### src/design/cfgss_map.vh
// constants of the configuration start-up sequencer
// assumes inclusion by design files that use the cycle numbering below
`ifndef CFGSS_MAP_VH
`define CFGSS_MAP_VH

// ****************************************************************
// start-up cycle numbering
// ****************************************************************
`define CFGSS_CYC_W        3
`define CFGSS_CYC_LAST     3'h7
// default positions: cycle 0 is the completion rise
`define CFGSS_DEF_FLOAT    3'h1
`define CFGSS_DEF_PRESET   3'h2
`define CFGSS_DEF_PERMIT   3'h2
`define CFGSS_DEF_DONE     3'h0

// ****************************************************************
// clear phase length
// ****************************************************************
`define CFGSS_CLEAR_W      4
`define CFGSS_CLEAR_CYCLES 4'hF

// ****************************************************************
// de-skew loops
// ****************************************************************
`define CFGSS_NUM_LOOPS    4

`endif

### src/design/cfgss_lock_gate.v
// lock qualifier for the de-skew loops
// assumes lock inputs synchronous to configuration_clock
`timescale 1ns/1ps
`include "cfgss_map.vh"

module cfgss_lock_gate (
  loop_locked,
  loop_select,
  need_all,
  lock_ok
);
  input  wire [`CFGSS_NUM_LOOPS-1:0] loop_locked;
  input  wire [`CFGSS_NUM_LOOPS-1:0] loop_select;
  input  wire                        need_all;
  output wire                        lock_ok;

  wire [`CFGSS_NUM_LOOPS-1:0] hit;

  assign hit = loop_locked & loop_select;
  // no loops chosen means nothing to wait for
  assign lock_ok = (loop_select == {`CFGSS_NUM_LOOPS{1'b0}}) ? 1'b1 :
                   need_all ? (hit == loop_select) : (|hit);
endmodule

### src/design/cfgss_top.v
// start-up sequencer: clear, load, then staged release of globals
// assumes all inputs synchronous to configuration_clock, sync reset
`timescale 1ns/1ps
`include "cfgss_map.vh"

module cfgss_top (
  ref_clk,
  reset,
  reconfig_req_n,
  clear_status_in,
  load_done,
  done_in,
  sync_done_en,
  pos_float,
  pos_preset,
  pos_permit,
  pos_done,
  lock_stage,
  loop_select,
  loop_need_all,
  loop_locked,
  clear_status_out,
  clear_status_oe,
  clearing,
  loading,
  done_out,
  done_oe,
  global_output_float,
  global_preset_clear,
  global_write_permit,
  startup_active
);
  input  wire                        ref_clk;
  input  wire                        reset;
  input  wire                        reconfig_req_n;
  input  wire                        clear_status_in;
  input  wire                        load_done;
  input  wire                        done_in;
  input  wire                        sync_done_en;
  input  wire [`CFGSS_CYC_W-1:0]     pos_float;
  input  wire [`CFGSS_CYC_W-1:0]     pos_preset;
  input  wire [`CFGSS_CYC_W-1:0]     pos_permit;
  input  wire [`CFGSS_CYC_W-1:0]     pos_done;
  input  wire [`CFGSS_CYC_W-1:0]     lock_stage;
  input  wire [`CFGSS_NUM_LOOPS-1:0] loop_select;
  input  wire                        loop_need_all;
  input  wire [`CFGSS_NUM_LOOPS-1:0] loop_locked;
  output reg                         clear_status_out;
  output reg                         clear_status_oe;
  output reg                         clearing;
  output reg                         loading;
  output reg                         done_out;
  output reg                         done_oe;
  output reg                         global_output_float;
  output reg                         global_preset_clear;
  output reg                         global_write_permit;
  output reg                         startup_active;

  // ****************************************************************
  // states
  // ****************************************************************
  localparam [4:0] ST_CLEAR = 5'h01;
  localparam [4:0] ST_WAIT  = 5'h02;
  localparam [4:0] ST_LOAD  = 5'h04;
  localparam [4:0] ST_START = 5'h08;
  localparam [4:0] ST_RUN   = 5'h10;

  reg [4:0]                  state_ff;
  reg [4:0]                  nxt_state;
  reg [`CFGSS_CLEAR_W-1:0]   clr_cnt_ff;
  reg [`CFGSS_CLEAR_W-1:0]   nxt_clr_cnt;
  reg [`CFGSS_CYC_W-1:0]     cyc_ff;
  reg [`CFGSS_CYC_W-1:0]     nxt_cyc;
  reg                        float_rel_ff;
  reg                        preset_rel_ff;
  reg                        permit_rel_ff;
  reg                        done_rel_ff;
  reg                        nxt_float_rel;
  reg                        nxt_preset_rel;
  reg                        nxt_permit_rel;
  reg                        nxt_done_rel;
  wire                       lock_ok;
  wire                       advance;
  wire                       shared_ok;

  function reached;
    input [`CFGSS_CYC_W-1:0] cyc;
    input [`CFGSS_CYC_W-1:0] pos;
    begin
      reached = (cyc >= pos);
    end
  endfunction

  cfgss_lock_gate u_lock (
    .loop_locked (loop_locked),
    .loop_select (loop_select),
    .need_all    (loop_need_all),
    .lock_ok     (lock_ok)
  );

  // ****************************************************************
  // start-up stepping
  // ****************************************************************
  // stall at chosen stage
  assign advance = (cyc_ff != lock_stage) | lock_ok;
  assign shared_ok = ~sync_done_en | done_in;

  always @* begin
    nxt_state      = state_ff;
    nxt_clr_cnt    = clr_cnt_ff;
    nxt_cyc        = cyc_ff;
    nxt_float_rel  = float_rel_ff;
    nxt_preset_rel = preset_rel_ff;
    nxt_permit_rel = permit_rel_ff;
    nxt_done_rel   = done_rel_ff;
    case (state_ff)
      ST_CLEAR: begin
        nxt_clr_cnt = clr_cnt_ff + 1'b1;
        if (clr_cnt_ff == `CFGSS_CLEAR_CYCLES) begin
          nxt_state = ST_WAIT;
        end
      end
      ST_WAIT: begin
        if (clear_status_in) begin
          nxt_state = ST_LOAD;
        end
      end
      ST_LOAD: begin
        if (load_done) begin
          nxt_state = ST_START;
          nxt_cyc   = {`CFGSS_CYC_W{1'b0}};
        end
      end
      ST_START: begin
        if (reached(cyc_ff, pos_done)) begin
          nxt_done_rel = 1'b1;
        end
        if (reached(cyc_ff, pos_float) && shared_ok) begin
          nxt_float_rel = 1'b1;
        end
        if (reached(cyc_ff, pos_preset) && shared_ok) begin
          nxt_preset_rel = 1'b1;
        end
        if (reached(cyc_ff, pos_permit) && shared_ok) begin
          nxt_permit_rel = 1'b1;
        end
        if (advance && cyc_ff != `CFGSS_CYC_LAST) begin
          nxt_cyc = cyc_ff + 1'b1;
        end
        if (float_rel_ff && preset_rel_ff && permit_rel_ff &&
            done_rel_ff) begin
          nxt_state = ST_RUN;
        end
      end
      ST_RUN: begin
        nxt_state = ST_RUN;
      end
      default: begin
        nxt_state = ST_CLEAR;
      end
    endcase
    if (!reconfig_req_n) begin
      nxt_state      = ST_CLEAR;
      nxt_clr_cnt    = {`CFGSS_CLEAR_W{1'b0}};
      nxt_cyc        = {`CFGSS_CYC_W{1'b0}};
      nxt_float_rel  = 1'b0;
      nxt_preset_rel = 1'b0;
      nxt_permit_rel = 1'b0;
      nxt_done_rel   = 1'b0;
    end
  end

  // ****************************************************************
  // registers
  // ****************************************************************
  always @(posedge ref_clk) begin
    if (reset) begin
      state_ff      <= ST_CLEAR;
      clr_cnt_ff    <= {`CFGSS_CLEAR_W{1'b0}};
      cyc_ff        <= {`CFGSS_CYC_W{1'b0}};
      float_rel_ff  <= 1'b0;
      preset_rel_ff <= 1'b0;
      permit_rel_ff <= 1'b0;
      done_rel_ff   <= 1'b0;
    end else begin
      state_ff      <= nxt_state;
      clr_cnt_ff    <= nxt_clr_cnt;
      cyc_ff        <= nxt_cyc;
      float_rel_ff  <= nxt_float_rel;
      preset_rel_ff <= nxt_preset_rel;
      permit_rel_ff <= nxt_permit_rel;
      done_rel_ff   <= nxt_done_rel;
    end
  end

  // ****************************************************************
  // registered outputs
  // ****************************************************************
  always @(posedge ref_clk) begin
    if (reset) begin
      clear_status_out    <= 1'b0;
      clear_status_oe     <= 1'b1;
      clearing            <= 1'b1;
      loading             <= 1'b0;
      done_out            <= 1'b0;
      done_oe             <= 1'b1;
      global_output_float <= 1'b1;
      global_preset_clear <= 1'b1;
      global_write_permit <= 1'b0;
      startup_active      <= 1'b0;
    end else begin
      clear_status_out    <= 1'b0;
      clear_status_oe     <= (nxt_state == ST_CLEAR);
      clearing            <= (nxt_state == ST_CLEAR);
      loading             <= (nxt_state == ST_LOAD);
      done_out            <= 1'b0;
      done_oe             <= ~nxt_done_rel;
      global_output_float <= ~nxt_float_rel;
      global_preset_clear <= ~nxt_preset_rel;
      global_write_permit <= nxt_permit_rel;
      startup_active      <= (nxt_state == ST_START);
    end
  end
endmodule

### config.mk
export PLATFORM = sky130hd
export DESIGN_NAME = cfgss_top
export DESIGN_NICKNAME = d
export VERILOG_FILES = /design/src/design/cfgss_lock_gate.v /design/src/design/cfgss_top.v
export VERILOG_INCLUDE_DIRS = /design/src /design/src/design
export SDC_FILE = /design/constraint.sdc
export NUM_CORES = 1
export LEC_CHECK = 0
export ABC_AREA = 1
export BUFFER_PORTS_ARGS = -buffer_cell sky130_fd_sc_hd__clkbuf_2
export CAP_MARGIN = 20
export CORE_AREA = 8 8 68 70
export CTS_CLUSTER_DIAMETER = 200
export DETAILED_ROUTE_END_ITERATION = 8
export DIE_AREA = 0 0 76 78
export GPL_ROUTABILITY_DRIVEN = 0
export PLACE_DENSITY = 0.66
export SLEW_MARGIN = 0
export SYNTH_ARGS = -nofsm -noshare
export SYNTH_HDL_FRONTEND = slang
export SYNTH_HIERARCHICAL = 1
export SYNTH_SLANG_ARGS = --single-unit
export TNS_END_PERCENT = 1
### constraint.sdc
create_clock -name ref_clk -period 2.9 [get_ports ref_clk]
set_input_delay 0.145 -clock ref_clk [delete_from_list [all_inputs] [get_ports ref_clk]]
set_output_delay 0.145 -clock ref_clk [all_outputs]
set_load 0.02 [all_outputs]
Word level (Yosys, flattened, before mapping):

Index checks and enable logic that the tools add are counted.

* output and inout bits: 10
* bits in registers: 22
* input port bits: 31

* muxes and demuxes: 20
* reductions and logical operators: 13
* magnitude comparators: 4
* equality and inequality tests: 14
* $add $sub $neg: 2
* bitwise logic cells: 8

Operators by type and width (number)
* $mux W5: 5
* $pmux W5 S5: 1
* $ge A3 B3 Y1: 4
* $mux W1: 11
* $eq A5 B1 Y1 const B: 2
* $eq A5 B3 Y1 const B: 2
* $eq A5 B4 Y1 const B: 2
* $logic_and A1 B1 Y1: 7
* $mux W3: 2
* $pmux W3 S2: 1
* $eq A5 B2 Y1 const B: 1
* $eq A5 B5 Y1 const B: 1
* $not A1 Y1: 5
* $add A4 B1 Y4 const B: 1
* $and A4 B4 Y4: 1
* $eq A4 B4 Y1: 1
* $eq A4 B4 Y1 const B: 1
* $logic_not A4 Y1: 1
* $ne A2 B2 Y1 const B: 2
* $reduce_or A4 Y1: 1
* $add A3 B1 Y3 const B: 1
* $ne A3 B3 Y1: 1
* $ne A3 B3 Y1 const B: 1
* $reduce_and A3 Y1: 1
* other kinds (4): 5

Logic depth before layout (Yosys ltp):

Gate-level depths: netlist of run 1.

* depth in word-level cells: 8
* gate-level depth with buffers: 12
* gate-level depth less buffers: 12

By module:

Netlist of run 1, hierarchy kept.

By module, submodules not included
* cfgss_top: sequential area each 440.4 sq um, area each 1318.8 sq um, cells each 181, times used 1
* cfgss_lock_gate: sequential area each 0.0 sq um, area each 71.3 sq um, cells each 18, times used 1

Worst setup path before layout of run 1:

OpenSTA, ideal clock, no wires.

* path type: reg-to-reg
* start point: reg cyc_ff[0]
* end point: reg done_oe
* setup time: 116 ps
* setup slack: 1661 ps
* arrival: 1123 ps
* cell stages (with the launch flop): 8
* path buffers: 0
* cells stage by stage: dfxtp_1 -> inv_1 -> ha_1 -> nand3_1 -> o211ai_1 -> nand2_1 -> a21oi_1 -> inv_1

* word-level cells in the longest chain between the ends: 5

RTL lines
* from (decl): RTL line cfgss_top.v:72 `` reg [`CFGSS_CYC_W-1:0] cyc_ff; ``
* from (signal assigned): RTL line cfgss_top.v:180 `` cyc_ff <= {`CFGSS_CYC_W{1'b0}}; ``
* from (signal assigned): RTL line cfgss_top.v:188 `cyc_ff <= nxt_cyc;`
* $ge A3 B3 Y1: RTL line cfgss_top.v:90 `reached = (cyc >= pos);`
* $mux W1: RTL line cfgss_top.v:135 `if (reached(cyc_ff, pos_done)) begin`
* $mux W1: RTL line cfgss_top.v:116 `case (state_ff)`
* $mux W1: RTL line cfgss_top.v:162 `if (!reconfig_req_n) begin`
* $not A1 Y1: RTL line cfgss_top.v:217 `done_oe <= ~nxt_done_rel;`
* to (signal assigned): RTL line cfgss_top.v:217
* to (decl): RTL line cfgss_top.v:53 `output reg done_oe;`

Every way passes these cells.
A chain may end at the register's enable or synchronous reset.

Worst setup path in the final report of run 1:

* start point: reg cyc_ff[0]
* end point: reg global_preset_clear

* word-level cells in the longest chain between the ends: 6

RTL lines
* $ge A3 B3 Y1: RTL line cfgss_top.v:90
* $logic_and A1 B1 Y1: RTL line cfgss_top.v:141 `if (reached(cyc_ff, pos_preset) && shared_ok) begin`
* $mux W1: RTL line cfgss_top.v:141
* $mux W1: RTL line cfgss_top.v:116
* $mux W1: RTL line cfgss_top.v:162
* $not A1 Y1: RTL line cfgss_top.v:219 `global_preset_clear <= ~nxt_preset_rel;`
* to (signal assigned): RTL line cfgss_top.v:219
* to (decl): RTL line cfgss_top.v:55 `output reg global_preset_clear;`

Every way passes these cells.

==> impl_metrics.ini, run 1 <==
[status]
status = finished clean

[synth]
yosys.cell_count.top_type = sky130_fd_sc_hd__nand2_1
ys_ff_latch = 22
syn-mean-instance-area_sq_um = 6.99
most_common_library_cells_after_synthesis = 42 x sky130_fd_sc_hd__nand2_1, 37 x sky130_fd_sc_hd__inv_1, 23 x sky130_fd_sc_hd__nor2_1
post_synth_instance_area_sq_um = 1390
synth_largest_area_cell = sky130_fd_sc_hd__dfxtp_1
number_of_enable_type_register_cells_in_the_synthesized_netlist = 0
netlist-cell-type-count = 26
synth-async-reset-ratio_pct = 0
synth.top_cells.by_area = sky130_fd_sc_hd__dfxtp_1 32%, sky130_fd_sc_hd__ha_1 14%, sky130_fd_sc_hd__nand2_1 11%, sky130_fd_sc_hd__inv_1 10%, sky130_fd_sc_hd__nor2_1 6.2%
ys_warn_count = 6
yosys_most_used_dff = sky130_fd_sc_hd__dfxtp_1
post-synth-top-area-fraction_pct = 31.7
post_synth_inst_count = 199
yosysSeqAreaShare_pct = 31.7

[place]
buffer_ports.inserted = 38
place.detailed.hpwl_mm = 2.40
placement.setup.worst_slack_ns = 1.48

[routing]
post_drt_wl_per_cell_um = 9.76
met2RoutedLength_mm = 1.29
route.detailed.drc = 0
highest_layer_used_for_signal_routing = met4
route.layer.met1.wl_mm = 1.33
detail_route.wirelength_mm = 2.80
drt_pre_antenna_iters = 4
drt-initial-drc-count = 41
vias_per_cell = 4.44
wl_met3_um = 157
vias = 1275
ant_nets = 0

[power_and_ir_drop]
swShare_pct = 23.4
gate_power_share_pct = 11.6
power.leakage_nw = 0.868
power.clock.fraction_pct = 31.3
p_per_area_nw_per_um2 = 322
switching_power_mw = 0.125
share_of_total_power_in_sequential_cells_pct = 57.1
cellInternalPower_mw = 0.409
power.ir.vdd_worst_mv = 0.126

[worst_setup_path]
required_ns = 3.11
critical_path.max_fanout = 5
sort_of_element_at_the_start_of_the_critical_path = flip-flop
worstSetupPathType = flip-flop to flip-flop
crit_path_capture_type = flip-flop
r2r_setup_slack_ns = 1.47
timing.reg2reg.worst_path_depth = 7
timing.critical_path.arrival_ns = 1.63
timing.rr.end = global_preset_clear
timing.rr.start = cyc_ff[0]

[grt]
first_global_vias = 1125
grtUsageTotal_pct = 9.37
wire_length_of_the_first_global_routing_pass_mm = 4.75
largest_net_degree_at_the_start_of_global_routing = 13
grt_overflow = 0
grt_antenna_before_repair = 0

[cts]
clock_tree_from_tritoncts = yes
ctsResizeCount = 0
cts_htree_levels = 1
clock_buffers_created_by_tritoncts = 3
worst_skew_pair.late_latency_ns = 0.30
tritoncts_num_sinks = 22
ctsHoldBuffers = 0
worst_setup_hold_path_clk_slew_ns = 0.13
cts.repair_timing.setup_buffer_count = 0
root_buffer = sky130_fd_sc_hd__clkbuf_4
clk_path_buf_depth = 2

[sta]
final_min_period_over_clock_period_pct = 49.2
final_hold_slack_ns = 0.0921
tns_ns = 0
min_period_ns = 1.43
post_route_clock_skew_ns = 0.00730
setup_repair_after_global_routing_missed_its_margin = false
maxSlewViolCount = 0
max_freq_mhz = 700
setup_viol = 0
postLayoutSetupSlackWorst_ns = 1.47
report.final.hold_viol_count = 0

[hold_path]
min_path_cells = 2
min-delay-start = reset
hold_path_class = primary input to flip-flop
worst_hold_path.endpoint = loading

[die]
dieArea_sq_um = 5930
placementRows = 22
initial_utilization_pct = 39.1
die_h_um = 78
ioPinCount = 41
core_area_sq_um = 3550
die-width_um = 76

[cells_and_area]
share_of_post_route_cells_with_drive_strength_above_1_pct = 23.4
nNetsFinal = 286
area.growth.synth_to_final_pct = 19.3
finalCoreUtilization_pct = 46.7
fillCellCount = 359
n_antenna_cell = 0

[job]
cap_violations = 0
## per-stage QoR
| step | cell area (sq um) | total power [mW] | std cells |
|---|---|---|---|
| after global routing | 1660 | 0.564 | 287 |
| after detailed placement | 1620 | 0.374 | 283 |
| after global placement | 1620 | 0.374 | 283 |
| after CTS | 1660 | 0.545 | 287 |
| after floorplan | 1390 | 0.345 | 200 |
| final | 1660 | 0.534 | 287 |
## power groups by stage
stage / combinational [mW] / sequential [mW] / clock [mW]
floorplan: 0.0341 / 0.311 / 0
global placement: 0.0621 / 0.311 / 0
detailed placement: 0.0624 / 0.311 / 0
CTS: 0.0628 / 0.305 / 0.178
global route: 0.0709 / 0.305 / 0.188
finish: 0.0618 / 0.305 / 0.167
## logic make-up after synthesis
kind of cell | count (synthesis) | synth area share [%]
compound gates | 27 | 11.9
simple gates | 89 | 29.3
other cells | 1 | 0.270
fa+ha+maj | 15 | 13.5
buf+inv | 44 | 12.8
xor+xnor | 1 | 0.630
flops | 22 | 31.7
## worst max path at each step
| stage | startpoint | endpoint | slack [ns] | depth (start not counted) |
|---|---|---|---|---|
| floorplan | cyc_ff[0] | done_oe | 1.66 | 7 |
| global placement | cyc_ff[0] | done_oe | 1.52 | 7 |
| detailed placement | cyc_ff[0] | global_preset_clear | 1.48 | 7 |
| CTS | cyc_ff[0] | global_preset_clear | 1.47 | 7 |
| global route | cyc_ff[0] | global_preset_clear | 1.37 | 7 |
| finish | cyc_ff[0] | global_preset_clear | 1.47 | 7 |
## flip-flops by register name, indices dropped and copies added, names as in the netlist
register,count
done_oe,1
float_rel_ff,1
global_output_float,1
preset_rel_ff,1
clr_cnt_ff,4
clearing,1
startup_active,1
state_ff,5
global_preset_clear,1
global_write_permit,1
loading,1
cyc_ff,3
done_rel_ff,1
## layer usage
metal,GRT usage (%),up-vias
met2,15.5,30
li1,-,711
met4,2.35,0
met5,0,-
met1,11.4,532
met3,3.00,2
## final cells by class
class                           count  area, sq um  area share [%]
Tap cell                           48         60.1            3.62
Multi-Input combinational cell    134          776            46.8
Sequential cell                    22          440            26.6
Inverter                           41          155            9.36
Timing Repair Buffer               38          190            11.5
Clock buffer                        4         36.3            2.19
## cell usage in the layout (no fill, tap or decap)
master,Yosys,final
sky130_fd_sc_hd__nand2_1,42,42
sky130_fd_sc_hd__clkbuf_2,0,38
sky130_fd_sc_hd__inv_1,37,37
sky130_fd_sc_hd__nor2_1,23,23
sky130_fd_sc_hd__dfxtp_1,22,22
sky130_fd_sc_hd__ha_1,15,15
sky130_fd_sc_hd__a21oi_1,12,12
sky130_fd_sc_hd__nand3_1,10,10
sky130_fd_sc_hd__nand4_1,6,6
sky130_fd_sc_hd__o21ai_0,4,4
sky130_fd_sc_hd__o211ai_1,4,4
sky130_fd_sc_hd__inv_2,3,3
sky130_fd_sc_hd__o21ai_1,3,3
sky130_fd_sc_hd__clkbuf_4,0,3
sky130_fd_sc_hd__nor2_2,2,2
sky130_fd_sc_hd__a21oi_2,2,2
sky130_fd_sc_hd__conb_1,1,2
sky130_fd_sc_hd__nand4_2,1,1
sky130_fd_sc_hd__clkinv_2,1,1
sky130_fd_sc_hd__nor2_4,1,1
sky130_fd_sc_hd__nand3_4,1,1
sky130_fd_sc_hd__xnor2_1,1,1
sky130_fd_sc_hd__nand2_2,1,1
sky130_fd_sc_hd__nand3_2,1,1
sky130_fd_sc_hd__a21oi_4,1,1
sky130_fd_sc_hd__o22ai_1,1,1
sky130_fd_sc_hd__nor3_1,1,1
sky130_fd_sc_hd__clkbuf_8,0,1
## critical path, cell delays in order, from the launching register on
cell	delay, ns
sky130_fd_sc_hd__dfxtp_1	0.42
sky130_fd_sc_hd__inv_1	0.15
sky130_fd_sc_hd__ha_1	0.30
sky130_fd_sc_hd__nand3_1	0.06
sky130_fd_sc_hd__o211ai_1	0.12
sky130_fd_sc_hd__nand2_1	0.09
sky130_fd_sc_hd__a21oi_2	0.16
sky130_fd_sc_hd__inv_2	0.04
Note: power is estimated with default switching activity, not from simulation.
==> inputs of run 2 (changes only) <==
--- a/config.mk
+++ b/config.mk
@@ -14,7 +14,7 @@
 export DETAILED_ROUTE_END_ITERATION = 8
 export DIE_AREA = 0 0 76 78
 export GPL_ROUTABILITY_DRIVEN = 0
-export PLACE_DENSITY = 0.66
+export PLACE_DENSITY = 0.69
 export SLEW_MARGIN = 0
 export SYNTH_ARGS = -nofsm -noshare
 export SYNTH_HDL_FRONTEND = slang
==> constraint.sdc (replaced) <==
create_clock -name ref_clk -period 1.3 [get_ports ref_clk]
set_input_delay 0.065 -clock ref_clk [delete_from_list [all_inputs] [get_ports ref_clk]]
set_output_delay 0.065 -clock ref_clk [all_outputs]
set_load 0.02 [all_outputs]
==> run 2 against run 1 <==
Against the previous run: the run now ends with negative setup slack left; power grew 120%; non-clock buffer count is 2 higher; register-to-register slack worse by 1.5 ns; count of clock-buffer cells in the layout unchanged; hold slack got worse by 0.075 ns; combinational power rose to 2.6 times the previous value; critical endpoint unchanged; largest cell class unchanged.
==> impl_metrics.ini, run 2 (same netlist as run 1, synthesis figures left out) <==
[status]
status = complete, but fails checks
failed_checks = negative setup slack

[routing]
drt_pre_antenna_iters = 4
vias_per_cell = 4.55
vias = 1314
ant_nets = 0
drt-initial-drc-count = 39
detail_route.wirelength_mm = 3.06
route.detailed.drc = 0
post_drt_wl_per_cell_um = 10.6

[worst_setup_path]
sort_of_element_at_the_start_of_the_critical_path = flip-flop
timing.critical_path.arrival_ns = 1.55
required_ns = 1.51
crit_path_capture_type = flip-flop
worstSetupPathType = flip-flop to flip-flop
critical_path.max_fanout = 5

[cells_and_area]
share_of_post_route_cells_with_drive_strength_above_1_pct = 34.0
final_common_cell = sky130_fd_sc_hd__clkbuf_2
layout.cell_area.non_filler_sq_um = 1820
area.growth.synth_to_final_pct = 31.1
nNetsFinal = 288
finalNonFillerCells = 289
largest_registers = state_ff: 5 flops, clr_cnt_ff: 4 flops, cyc_ff: 3 flops
n_antenna_cell = 0
fillCellCount = 351
top_register_by_number_of_flip_flops = state_ff
largest_reg_flops = 5
most-common-layout-cells = 38 x sky130_fd_sc_hd__clkbuf_2, 37 x sky130_fd_sc_hd__nand2_1, 35 x sky130_fd_sc_hd__inv_1

[sta]
final_min_period_over_clock_period_pct = 103
report.final.hold_viol_count = 0
postLayoutSetupSlackWorst_ns = -0.0423
setup_repair_after_global_routing_missed_its_margin = true
maxSlewViolCount = 0
max_freq_mhz = 745
setup_viol = 1
post_route_clock_skew_ns = 0.00416
min_period_ns = 1.34
final_hold_slack_ns = 0.0173

[die]
initial_utilization_pct = 39.1
ioPinCount = 41
die_h_um = 78
placementRows = 22
dieArea_sq_um = 5930
core_area_sq_um = 3550
die-width_um = 76

[place]
placedCellCount = 285
dpl-instance-area_sq_um = 1640
placement.setup.worst_slack_ns = -0.0957
buffer_ports.inserted = 38
place.detailed.hpwl_mm = 2.45

[hold_path]
hold_path_class = primary input to flip-flop

[cts]
clk_path_buf_depth = 2
clock_buffers_created_by_tritoncts = 3
root_buffer = sky130_fd_sc_hd__clkbuf_4
ctsHoldBuffers = 0
cts_htree_levels = 1
worst_setup_hold_path_clk_slew_ns = 0.12
clock_tree_from_tritoncts = yes
worst_skew_pair.late_latency_ns = 0.30
cts.repair_timing.setup_buffer_count = 0
tritoncts_num_sinks = 22

[grt]
grt_antenna_before_repair = 0
first_global_vias = 1307
grtUsageTotal_pct = 10.4
grt_overflow = 0
largest_net_degree_at_the_start_of_global_routing = 13
wire_length_of_the_first_global_routing_pass_mm = 5.33

[power_and_ir_drop]
power.ir.vdd_worst_mv = 0.254
p_per_area_nw_per_um2 = 658
power.leakage_nw = 0.903

[job]
cap_violations = 0
## run 2: cell count changes in the layout (fill, tap and decap cells not counted), sizes merged
| cell | change |
|---|---|
| buf | +2 |
## run 2: layer usage
layer,global-route usage (%),part of all wire (%)
met2,18.3,49
met1,11.4,44
met3,3.46,5.7
met5,0,0
met4,3.53,0.65
## run 2: critical path, stage by stage, from the launching register on
cell                       delay, ns
sky130_fd_sc_hd__dfxtp_4        0.40
sky130_fd_sc_hd__ha_4           0.28
sky130_fd_sc_hd__nand2_2        0.05
sky130_fd_sc_hd__o211ai_1       0.21
sky130_fd_sc_hd__nand2_1        0.11
sky130_fd_sc_hd__a21oi_2        0.17
sky130_fd_sc_hd__inv_2          0.04
## run 2: layout make-up
type	count	area [sq um]	area share [%]
inverters	41	160	8.79
repair buffers	40	209	11.5
multi-input cells	134	906	49.7
flip-flops and latches	22	452	24.8
well taps	48	60.1	3.29
clock buffers	4	36.3	1.99
## run 2: final timing paths
path,startpoint,to,slack [ns],cells past startpoint
worst min register to register,done_rel_ff,done_rel_ff,0.48,2
worst min-delay path,reset,startup_active,0.02,2
worst max-delay path,cyc_ff[2],global_preset_clear,-0.04,6
worst max register to register,cyc_ff[2],global_preset_clear,-0.04,6
## run 2: power breakdown
group	leakage (nW)	internal [mW]	switching, mW
combinational	0.702	0.0737	0.0855
sequential	0.180	0.671	0.00253
clock	0.0210	0.171	0.197
## run 2: stage by stage
stage                     util (%)  total power, mW  setup TNS [ns]
final                         51.3             1.20         -0.0423
after global routing          51.3             1.27          -0.620
after CTS                     47.2             1.20               0
after detailed placement      46.1            0.835          -0.307
after global placement        46.1            0.833          -0.269
after floorplan                  -            0.770               0
## run 2: repair_timing
action	CTS	global route
gates resized for setup	4	28
cloned	0	0
pin swaps	0	13
endpoints found under the setup margin	8	16
